### src/ssp_pkg.sv
// ssp_pkg: shared constants and carrier types for the serial shift port
// assumes: one 200 MHz clock, synchronous active-high reset
`default_nettype none
package ssp_pkg;
  localparam int SSP_NIB_W = 4;
  localparam int SSP_CLK_MHZ = 200;
  localparam int SSP_CYC_NS = 5;
  // instruction cycle length in ns, then in core clocks
  localparam int SSP_INSTR_NS = 20;
  localparam int SSP_INSTR_CYC = (SSP_INSTR_NS + SSP_CYC_NS - 1) / SSP_CYC_NS;
  localparam int SSP_BITS_PER_SWAP = 4;
  localparam int SSP_DEF_NIBBLES = 4;
  localparam int SSP_MAX_NIBBLES = 16;
  localparam logic [3:0] SSP_ZERO = 4'h0;
  localparam logic [3:0] SSP_ALL_ONES = 4'hf;
  localparam logic [3:0] SSP_SEL_ON_VAL = 4'he;
  localparam logic [3:0] SSP_SEL_OFF_VAL = 4'hf;
  localparam logic [3:0] SSP_EN_SHIFT_OUT = 4'h8;
  localparam int SSP_EN_SO_BIT = 3;
  localparam int SSP_EN_CNT_BIT = 2;
  localparam int SSP_DIV_W = 4;
  typedef struct packed {
    logic swap;
    logic carry;
    logic [3:0] acc;
  } ssp_swap_req_t;
  typedef struct packed {
    logic shift_clock;
    logic shift_out;
    logic sel_n;
  } ssp_pins_t;
endpackage
`default_nettype wire

### src/ssp_cycle_div.sv
// ssp_cycle_div: instruction-cycle enable divider
// assumes: free-running clk, synchronous reset
`default_nettype none
module ssp_cycle_div #(
  parameter int DIV = ssp_pkg::SSP_INSTR_CYC
) (
  input wire logic clk,
  input wire logic sys_rst,
  output logic tick,
  output logic half
);
  import ssp_pkg::*;
  logic [SSP_DIV_W-1:0] cnt_ff;
  logic [SSP_DIV_W-1:0] nxt_cnt;
  always_comb begin
    if (cnt_ff == SSP_DIV_W'(DIV - 1)) begin
      nxt_cnt = '0;
    end else begin
      nxt_cnt = cnt_ff + SSP_DIV_W'(1);
    end
  end
  always_ff @(posedge clk) begin
    if (sys_rst) begin
      cnt_ff <= '0;
    end else begin
      cnt_ff <= nxt_cnt;
    end
  end
  // tick: end of cycle (rising shift clock), half: mid cycle (falling)
  assign tick = (cnt_ff == SSP_DIV_W'(DIV - 1));
  assign half = (cnt_ff == SSP_DIV_W'(DIV / 2 - 1));
endmodule
`default_nettype wire

### src/ssp_master.sv
// ssp_master: four-bit serial shift port as synchronous serial master
// assumes: core clk 200 MHz, swap/load strobes one clk wide from the core
// How it works
// - chip select is active low, driven from general output bit zero
// - idle state: select high, shift clock low, serial out low
// - transfers move nibbles; nibble count is the core's loop length
// - in shift mode, swap with carry set starts the shift clock, carry clear stops it
// - a nibble fully shifts within five instruction cycles of a swap
// - serial out shows the top bit only when output enable is set
// - zeros for the peripheral's turnaround gap are left to the core; this port just shifts
// - counter mode counts falling edges on serial input
// - skip test reports zero without changing the register
// - shift mode shifts left, most significant bit first
// - serial input level enters the least significant bit
`default_nettype none
module ssp_master (
  input wire logic clk,
  input wire logic sys_rst,
  input wire ssp_pkg::ssp_swap_req_t acc_shift_swap,
  input wire logic output_port_imm,
  input wire logic [3:0] output_port_val,
  input wire logic load_enable_imm,
  input wire logic [3:0] load_enable_val,
  input wire logic serial_in,
  output logic [3:0] acc_from_shift,
  output logic skip_if_shift_zero,
  output logic [3:0] gen_out,
  output ssp_pkg::ssp_pins_t pins,
  output logic clock_running
);
  import ssp_pkg::*;

  ////////////////////////////////////////////////////////////////////
  logic tick;
  logic half;
  ssp_cycle_div #(.DIV(SSP_INSTR_CYC)) u_div (
    .clk(clk),
    .sys_rst(sys_rst),
    .tick(tick),
    .half(half)
  );

  // two-stage sync of the pin plus a delay stage; shifting reads the second stage, the fall detect the second and third
  logic si_m_ff;
  logic si_s_ff;
  logic si_d_ff;
  always_ff @(posedge clk) begin
    if (sys_rst) begin
      si_m_ff <= 1'b0;
      si_s_ff <= 1'b0;
      si_d_ff <= 1'b0;
    end else begin
      si_m_ff <= serial_in;
      si_s_ff <= si_m_ff;
      si_d_ff <= si_s_ff;
    end
  end
  wire si_fall = si_d_ff & ~si_s_ff;

  ////////////////////////////////////////////////////////////////////
  logic [3:0] shreg_ff;
  logic [3:0] nxt_shreg;
  logic run_ff;
  logic nxt_run;
  logic sclk_ff;
  logic nxt_sclk;
  logic so_ff;
  logic nxt_so;
  logic [3:0] gout_ff;
  logic [3:0] nxt_gout;
  logic [3:0] en_ff;
  logic [3:0] nxt_en;
  logic [3:0] acc_ff;
  logic [3:0] nxt_acc;

  wire counter_mode = en_ff[SSP_EN_CNT_BIT];
  wire so_enable = en_ff[SSP_EN_SO_BIT];

  always_comb begin
    nxt_shreg = shreg_ff;
    nxt_run = run_ff;
    nxt_sclk = sclk_ff;
    nxt_so = so_ff;
    nxt_gout = gout_ff;
    nxt_en = en_ff;
    nxt_acc = acc_ff;
    if (output_port_imm) begin
      nxt_gout = output_port_val;
    end
    if (load_enable_imm) begin
      nxt_en = load_enable_val;
    end
    if (counter_mode) begin
      nxt_sclk = 1'b0;
      if (si_fall) begin
        nxt_shreg = shreg_ff - 4'h1;
      end
    end else if (run_ff) begin
      if (tick) begin
        nxt_sclk = 1'b1;
      end else if (half && sclk_ff) begin
        // only a real falling edge shifts, else a late start would drop a bit
        nxt_sclk = 1'b0;
        // sync is two clks late, so this is the pin as it stood at the rise
        nxt_shreg = {shreg_ff[2:0], si_s_ff};
      end
    end else if (half) begin
      nxt_sclk = 1'b0;
    end
    // output follows the shifted top bit, changes at a falling edge, a swap or an enable load
    nxt_so = so_enable & ~counter_mode & nxt_shreg[3];
    if (acc_shift_swap.swap) begin
      nxt_acc = shreg_ff;
      nxt_shreg = acc_shift_swap.acc;
      nxt_so = so_enable & ~counter_mode & acc_shift_swap.acc[3];
      nxt_run = acc_shift_swap.carry & ~counter_mode;
    end
  end

  always_ff @(posedge clk) begin
    if (sys_rst) begin
      shreg_ff <= SSP_ZERO;
      run_ff <= 1'b0;
      sclk_ff <= 1'b0;
      so_ff <= 1'b0;
      gout_ff <= SSP_ALL_ONES;
      en_ff <= SSP_ZERO;
      acc_ff <= SSP_ZERO;
    end else begin
      shreg_ff <= nxt_shreg;
      run_ff <= nxt_run;
      sclk_ff <= nxt_sclk;
      so_ff <= nxt_so;
      gout_ff <= nxt_gout;
      en_ff <= nxt_en;
      acc_ff <= nxt_acc;
    end
  end

  ////////////////////////////////////////////////////////////////////
  // gap zeros and nibble count are the core's; this port just shifts
  assign acc_from_shift = acc_ff;
  assign skip_if_shift_zero = (shreg_ff == SSP_ZERO);
  assign gen_out = gout_ff;
  assign pins = '{shift_clock: sclk_ff, shift_out: so_ff, sel_n: gout_ff[0]};
  assign clock_running = run_ff;

  ////////////////////////////////////////////////////////////////////
  // a full nibble leaves within five instruction cycles: count falling edges
  logic [3:0] falls_ff;
  always_ff @(posedge clk) begin
    if (sys_rst) begin
      falls_ff <= SSP_ZERO;
    end else if (acc_shift_swap.swap) begin
      falls_ff <= SSP_ZERO;
    end else if (run_ff && sclk_ff && !counter_mode && half && falls_ff != SSP_ALL_ONES) begin
      falls_ff <= falls_ff + 4'h1;
    end
  end

  property p_idle_levels;
    @(posedge clk) disable iff (sys_rst)
      (!run_ff && !counter_mode && half) |=> !sclk_ff;
  endproperty
  a_idle_levels: assert property (p_idle_levels) else $error("clock high while stopped");

  property p_sel_follows;
    @(posedge clk) disable iff (sys_rst)
      output_port_imm |=> pins.sel_n == $past(output_port_val[0]);
  endproperty
  a_sel_follows: assert property (p_sel_follows) else $error("select not from bit zero");

  property p_start_stop;
    @(posedge clk) disable iff (sys_rst)
      acc_shift_swap.swap |=> run_ff == ($past(acc_shift_swap.carry) && !$past(counter_mode));
  endproperty
  a_start_stop: assert property (p_start_stop) else $error("carry gate wrong");

  property p_four_cycles;
    @(posedge clk) disable iff (sys_rst)
      (acc_shift_swap.swap && acc_shift_swap.carry && !counter_mode && !load_enable_imm)
        ##1 (!acc_shift_swap.swap && !load_enable_imm)[*8]
        |-> ##[1:16] (falls_ff >= 4'h4 || acc_shift_swap.swap);
  endproperty
  a_four_cycles: assert property (p_four_cycles) else $error("nibble not shifted in time");

  property p_so_gated;
    @(posedge clk) disable iff (sys_rst)
      !so_enable |=> !pins.shift_out;
  endproperty
  a_so_gated: assert property (p_so_gated) else $error("serial out high while disabled");

  property p_count;
    @(posedge clk) disable iff (sys_rst)
      (counter_mode && si_fall && !acc_shift_swap.swap && !load_enable_imm)
        |=> shreg_ff == $past(shreg_ff) - 4'h1;
  endproperty
  a_count: assert property (p_count) else $error("falling edge not counted");

  property p_skip;
    @(posedge clk) disable iff (sys_rst)
      skip_if_shift_zero |-> shreg_ff == SSP_ZERO;
  endproperty
  a_skip: assert property (p_skip) else $error("skip test wrong");

  property p_shift_left;
    @(posedge clk) disable iff (sys_rst)
      (run_ff && sclk_ff && !counter_mode && half && !tick && !acc_shift_swap.swap)
        |=> shreg_ff == {$past(shreg_ff[2:0]), $past(si_s_ff)};
  endproperty
  a_shift_left: assert property (p_shift_left) else $error("shift wrong");

  property p_so_edge;
    @(posedge clk) disable iff (sys_rst)
      (pins.shift_out != $past(pins.shift_out)) |-> !pins.shift_clock;
  endproperty
  a_so_edge: assert property (p_so_edge) else $error("serial out moved with clock high");

  c_start: cover property (@(posedge clk) disable iff (sys_rst)
    acc_shift_swap.swap && acc_shift_swap.carry);
  c_stop: cover property (@(posedge clk) disable iff (sys_rst)
    run_ff ##1 !run_ff);
  c_count: cover property (@(posedge clk) disable iff (sys_rst)
    counter_mode && si_fall);
  c_select: cover property (@(posedge clk) disable iff (sys_rst)
    !pins.sel_n && pins.shift_clock);
endmodule
`default_nettype wire

### config.mk
export PLATFORM = sky130hd
export DESIGN_NAME = ssp_master
export DESIGN_NICKNAME = d
export VERILOG_FILES = /design/src/ssp_pkg.sv /design/src/ssp_cycle_div.sv /design/src/ssp_master.sv
export SDC_FILE = /design/constraint.sdc
export NUM_CORES = 1
export LEC_CHECK = 0
export BUFFER_PORTS_ARGS = -buffer_cell sky130_fd_sc_hd__buf_2
export CAP_MARGIN = 20
export CORE_MARGIN = 2
export CORE_UTILIZATION = 25
export DETAILED_ROUTE_END_ITERATION = 6
export GPL_ROUTABILITY_DRIVEN = 1
export PLACE_DENSITY_LB_ADDON = 0.25
export SLEW_MARGIN = 20
export SYNTH_ARGS = -nofsm -noshare
export SYNTH_HDL_FRONTEND = slang
export SYNTH_HIERARCHICAL = 1
export SYNTH_SLANG_ARGS = --single-unit
### constraint.sdc
create_clock -name clk -period 4 [get_ports clk]
set_clock_uncertainty 0.1 [all_clocks]
set_input_delay 0.8 -clock clk [delete_from_list [all_inputs] [get_ports clk]]
set_output_delay 0.8 -clock clk [all_outputs]
set_load 0.02 [all_outputs]
==> impl_results.md, run 1 <==
* Die boundary width at 69.2 um
* Final critical-path required period at 2.21 ns
* Post-cts repair resize count at 0
* Startpoint of the most critical hold path: si_m_ff
* Via-to-Cell Ratio at 4.52
* Async set or reset register ratio after synthesis at 0%
* DRC marker count from the first detailed-route iteration at 23
* Number of input and output port buffers inserted at 29
* Cell types occupying the most area after synthesis: dfxtp_1 45%, mux2i_1 6.6%, nor2b_1 5.3%, nor2_1 4.6%, ha_1 3.5%
* Clock tree from TritonCTS: done
* Worst min-delay path category: reg -> reg
* End of the worst register-to-register path: so_ff
* Post-synthesis net count at approximately 130
* Average wire per standard cell at ~11 um
* Remaining number of nets flagged by the antenna check after routing at 0
* Synthesized netlist cell count at 110
* Largest delay share family, worst path: flip-flops
* H-tree lvl count at 1
* Worst Hold End: si_s_ff
* Number of antenna violations at the first check in global routing at 0
* Hold Fails Final Rpt at 0
* Run status: finished clean
* Area of the core region at 0.00406 mm^2
* GP Congestion at slightly below 0.7
* Net count of the finished layout at 160
* Worst-case register-to-register setup slack at 2.02 ns
* Residual overflow from global routing at 0
* Net switching share of the total power at about a quarter
* Post-synth EDFFs at 0
* Pwr/cell area at approximately 380 mW/mm^2
* Startpoint of the worst register-to-register path: u_div/cnt_ff[0]
* Synth Area per Inst at slightly below 10 um^2
* Synth warn at 6
* Fin crit share at between 50% and 60%
* Most instantiated library cell after synthesis: dfxtp_1
* Number of distinct library cells after synthesis at 34
* R2R cell count at 6
* Drc violations at 0
* WP buf/inv at 2
* Wire length after detailed routing at approximately 2100 um
* TritonCTS buffer count at 3
* Number of vias in the routed layout at between 800 and 900
* Flop and latch count out of synthesis at 24
* Portion of total power attributed to the clock network at 32.5%
* Share of final-layout standard cells stronger than drive strength 1 at roughly 28%
* Crit path arrival time at 1.31 ns
* Postcts setup bufs at 0
* Worst path slowest cell: dfxtp_1
* Clock latency on the worst-skew pair at approximately 0.26 ns
* Top-area cell type share of the netlist area at 45.2%
* Most frequently used flop master after synthesis: dfxtp_1
* Total negative slack for setup checks at 0 ns
* Sequential group share of total power at ~54%
* Most used standard cells in the synthesized netlist: 24 x dfxtp_1, 13 x nor2_1, 9 x nor2b_1
* Total count of max-transition violations in the final report at 0
* Crit path launch type: register
* Rel. slew slack at 71.1%
* Root buffer selected by CTS: clkbuf_8
* Pin count of the biggest net entering global routing at 26
* Worst path required time at 3.10 ns
* Number of global-route vias before repair at about 800
* Overall power of the completed layout at approximately 0.5 mW
* Hold Path Depth at 1
* Switching power at roughly 0.12 mW
* Share of total power in combinational logic at between 10 and 15%
* Total routing resource utilization after global routing at 9.06%
* Area of the die at 0.00479 mm^2
* Synth-to-Final Area Change at 21.4%
* First-pass GRT wire length at roughly 3600 um
* Number of buffers added to fix hold violations after cts at 0
* Total of fill cells in the finished design at 435
* Initial core utilization at around a quarter
* Reported max-cap violation count at 0
* Static Leakage at approximately 0.58 nW
* CTS Buffer Depth at 2
* Slew at the pin with the worst max-slew slack at between 0.4 and 0.5 ns
* Sequential area share after synthesis at a little under half
* Cell taking the most area after synthesis: dfxtp_1
* Delay of the slowest cell on the worst path at 0.44 ns
* Setup violation total in the final timing report at 0
* Clock net sink count at 24
* Boundary pin count at 32
* Worst-path cell chain: inv_1 -> ha_1 -> and2_1 -> buf_2
* Maximum achievable frequency at 452 MHz
* Length of the first detailed-routing pass in iterations at 4
* Clock-pin slew on the worst setup and hold paths at around 0.08 ns
* Hpwl dp at about 1600 um
* Cell internal pwr at between 0.3 and 0.4 mW
* Inserted Diodes at 0
* CP Capture Type: output port
* Core Rows at 23
* Die Height at 69.2 um
* VDD IR max at 128 uV
* Netlist Area Pre-Place at roughly 0.0011 mm^2
* Largest driver fanout on the critical path at 6
* Kind of critical path: reg -> out
* Unrepaired setup endpoints after global routing: false
-- kinds of logic (layout without fill, tap and decap cells) --
kind of cell    count (synthesis)  after routing  synth area share (%)
simple gates                   45             45                  24.8
flops                          24             24                  45.2
buf+inv                        11             38                  5.06
xor+xnor                        1              1                 0.824
fa+ha+maj                       3              3                  3.53
mux                             8              8                  8.00
compound gates                 18             18                  12.6
-- worst max path at each step --
stage                         end  depth (start not counted)            start
2_1_floorplan         shreg_ff[2]                          6  u_div/cnt_ff[0]
3_3_place_gp                so_ff                          6  u_div/cnt_ff[0]
3_5_place_dp                so_ff                          6  u_div/cnt_ff[0]
4_1_cts        skip_if_shift_zero                          4      shreg_ff[0]
5_1_grt        skip_if_shift_zero                          4      shreg_ff[0]
6_report       skip_if_shift_zero                          4      shreg_ff[0]
-- area by class of cell --
| class | instances | area [um^2] | area share [%] |
|---|---|---|---|
| clock buffer | 4 | 55.1 | 4.26 |
| sequential | 24 | 480 | 37.2 |
| inverter | 5 | 18.8 | 1.45 |
| multi-input combinational | 75 | 529 | 41.0 |
| tap | 50 | 62.6 | 4.84 |
| timing repair buffer | 29 | 145 | 11.2 |
-- sequential cells by signal (all words and copies together), names as in the netlist --
| signal | flops |
|---|---|
| acc_from_shift | 4 |
| gen_out | 4 |
| shreg_ff | 4 |
| u_div/cnt_ff | 4 |
| en_ff | 2 |
| clock_running | 1 |
| sclk_ff | 1 |
| si_d_ff | 1 |
| si_m_ff | 1 |
| si_s_ff | 1 |
| so_ff | 1 |
-- metal layers --
layer | GRT usage [%] | vias to the layer above | share of wire [%]
met5 | 0 | - | 0
met4 | 3.27 | 0 | 0.82
met3 | 1.89 | 2 | 3.3
met2 | 16.2 | 16 | 50
met1 | 10.6 | 395 | 45
li1 | - | 433 | -
-- stage by stage --
stage	setup slack (ns)	hold slack [ns]	std cells	utilization, %	instance area, um^2
global route	1.69	0.368	187	31.8	1290
detailed placement	2.01	0.328	183	30.5	1240
global placement	2.02	0.327	183	30.5	1240
CTS	1.76	0.348	187	31.8	1290
floorplan	2.24	0.314	110	-	1060
finish	1.79	0.342	187	31.8	1290
-- placed cells by master, fill, tap and decap left out, drive strengths merged --
cell    instances
nand3           2
o211ai          1
nor3            4
a211o           4
nor3b           2
o221ai          2
mux2            1
a21oi           5
nor2b           9
and2            1
buf            29
a221oi          1
o21ai           3
or4             1
nand2b          5
or2             1
dfxtp          24
xnor2           1
inv             5
or3b            1
nor2           13
ha              3
clkbuf          4
a22oi           1
nand3b          4
nand2           2
mux2i           7
o32ai           1
-- power by group through the flow --
stage	combinational (mW)	clock, mW	sequential (mW)
after floorplan	0.0400	0	0.272
after global placement	0.0660	0	0.267
after detailed placement	0.0675	0	0.268
after CTS	0.0676	0.166	0.263
after global routing	0.0742	0.174	0.264
final	0.0664	0.158	0.262
(Power assumes the default switching activity.)
==> inputs of run 2 (changes only) <==
==> constraint.sdc (replaced) <==
create_clock -name clk -period 1.8 [get_ports clk]
set_clock_uncertainty 0.1 [all_clocks]
set_input_delay 0.36 -clock clk [delete_from_list [all_inputs] [get_ports clk]]
set_output_delay 0.36 -clock clk [all_outputs]
set_load 0.02 [all_outputs]
==> run 2 against run 1 <==
  * Clock power rose to 3.0 times the previous value
  * Critical path type unchanged
  * Power is 150% higher
  * Design area rose by 5.7%
  * Wire length rose by 3.9%
  * First-iteration DRC count is 30% higher
  * Sequential share of layout area decreased by 1.7 points
  * Worst setup slack got worse by 1.7 ns
  * Die area stayed put
  * Highest routed layer unchanged
  * Critical path depth did not move
==> impl_results.md, run 2 (synthesized netlist as in run 1, its figures left out) <==
* Area of the core region at 0.00406 mm^2 (unchanged)
* Core Rows at 23 (unchanged)
* Share of final-layout standard cells stronger than drive strength 1 at 35.3% (+6.8 points)
* Drc violations at 0 (unchanged)
* Die boundary width at 69.2 um (unchanged)
* DR WL met3 at 77 um (+12%)
* Maximum achievable frequency at about 580 MHz
* Clock tree from TritonCTS: done
* Slew at the pin with the worst max-slew slack at 0.459 ns (+0.0246 ns)
* TritonCTS buffer count at 3 (unchanged)
* Kind of critical path: reg -> out
* Top metal layer carrying routed signals: met4
* Net count of the finished layout at 162 (+1.3%)
* Hold Fails Final Rpt at 0 (unchanged)
* DR WL met2 at 1100 um (+5.0%)
* DP Cell Count at 184 (+0.55%)
* Residual overflow from global routing at 0 (unchanged)
* Most common cell after layout, fill and taps aside: buf_2
* Average wire per standard cell at 11.5 um (+2.8%)
* Worst path required time at 1.34 ns (-1.76 ns)
* Crit path launch type: register
* CTS Buffer Depth at 2 (unchanged)
* Root buffer selected by CTS: clkbuf_8
* Leading cell types in the layout, fill and taps excluded: 29 x buf_2, 21 x dfxtp_1, 13 x nor2_1
* Crit path arrival time at 1.28 ns (-0.03 ns)
* Via-to-Cell Ratio at 4.52 (about the same)
* Reported max-cap violation count at 0 (unchanged)
* Die Height at 69.2 um (unchanged)
* Total routing resource utilization after global routing at 9.44% (+0.38 points)
* Number of global-route vias before repair at 816 (+2.1%)
* Detailed-route wire length on metal 1 at 968 um (+2.2%)
* Post-placement cell area at 0.00124 mm^2 (+0.61%)
* Setup violation total in the final timing report at 0 (unchanged)
* Hpwl dp at 1570 um (-3.0%)
* Rel. slew slack at 69.4% (-1.6 points)
* Inserted Diodes at 0 (unchanged)
* Worst min-delay path category: in -> reg
* Total count of max-transition violations in the final report at 0 (unchanged)
* Worst path slowest cell: dfxtp_1
* CP Capture Type: output port
* Area of the die at 0.00479 mm^2 (unchanged)
* Worst-path cell chain: inv_1 -> ha_1 -> and2_1 -> buf_2
* H-tree lvl count at 1 (unchanged)
* Clock-pin slew on the worst setup and hold paths at 0.08 ns (about the same)
* Number of antenna violations at the first check in global routing at 0 (unchanged)
* VDD IR max at 272 uV (+110%)
* Wire length after detailed routing at 2170 um (+3.9%)
* Non-filler cells in the finished layout at 189 (+1.1%)
* Area of all placed cells without fillers at 0.00137 mm^2 (+5.7%)
* First-pass GRT wire length at 3740 um (+3.4%)
* Boundary pin count at 32 (unchanged)
* Fin crit share at between 90% and 100%
* Delay of the slowest cell on the worst path at 0.43 ns (about the same)
* Length of the first detailed-routing pass in iterations at 4 (unchanged)
* Number of vias in the routed layout at 855 (+1.1%)
* Largest driver fanout on the critical path at 5 (-1)
* Final critical-path required period at 1.74 ns
* DRC marker count from the first detailed-route iteration at 30 (+30%)
* Clock latency on the worst-skew pair at 0.26 ns (about the same)
* GP Congestion at 0.733 (+8.7%)
* Pwr/cell area at 890 mW/mm^2 (+140%)
* Synth-to-Final Area Change at 28.4%
* Run status: finished clean
* Static Leakage at 0.607 nW (+4.7%)
* Initial core utilization at 26.2% (unchanged)
* Core occupancy in the finished layout at 33.6% (+1.8 points)
* Number of input and output port buffers inserted at 29 (unchanged)
* Remaining number of nets flagged by the antenna check after routing at 0 (unchanged)
* Pin count of the biggest net entering global routing at 26 (unchanged)
* Clock net sink count at 24 (unchanged)
[run 2: changes by cell type in the layout (fill, tap and decap cells not counted), sizes merged]
cell	before	now
buf	29	31
bufinv	0	1
clkbuf	4	3
[run 2: routing by layer]
layer / track usage, % / vias up
met1: 11.6 / 401
met2: 16.0 / 18
met4: 3.92 / 0
met5: 0 / -
met3: 1.89 / 2
li1: - / 434
[run 2: report_power, final]
part	switching [mW]	leakage (nW)	internal (mW)
Combinational	0.0848	0.373	0.0791
Clock	0.170	0.0357	0.297
Sequential	0.0242	0.198	0.561
[run 2: final cells by class]
cell class                 instances  area [um^2]
fill                             408         2690
multi-input combinational         75          568
sequential                        24          484
timing repair buffer              31          160
tap                               50         62.6
clock buffer                       3         41.3
clock inverter                     1         30.0
inverter                           5         18.8
[run 2: path summary, 6_finish.rpt]
check	from	endpoint	slack, ns	cells after the start
worst max-delay path	shreg_ff[1]	skip_if_shift_zero	0.06	4
worst min-delay path	acc_shift_swap[0]	shreg_ff[0]	0.19	3
worst max register to register	u_div/cnt_ff[1]	shreg_ff[1]	0.12	7
worst min register to register	u_div/cnt_ff[0]	u_div/cnt_ff[0]	0.34	1
[run 2: per-stage QoR]
stage | setup TNS, ns | hold WS, ns | setup WS [ns] | total power [mW]
final | 0 | 0.191 | 0.0643 | 1.22
after global routing | -0.0149 | 0.183 | -0.0129 | 1.28
after CTS | 0 | 0.182 | 0.0198 | 1.23
after detailed placement | 0 | 0.336 | 0.0181 | 0.746
after global placement | 0 | 0.327 | 0.00325 | 0.743
after floorplan | 0 | 0.314 | 0.0393 | 0.693
[run 2: worst max-delay path: cells and delay by family (launching register included)]
family | cells | cell delay [ns]
adder cells (fa/ha/maj) | 1 | 0.21
AND/OR/NAND/NOR | 1 | 0.14
buffers and inverters | 2 | 0.23
flip-flops | 1 | 0.43
[run 2: repair_timing]
item,4_1_cts,5_1_grt
buffers inserted,0,1
hold buffers,0,0
resized for setup,3,7
endpoints found under the setup margin,3,6
hold endpoints to repair,0,0
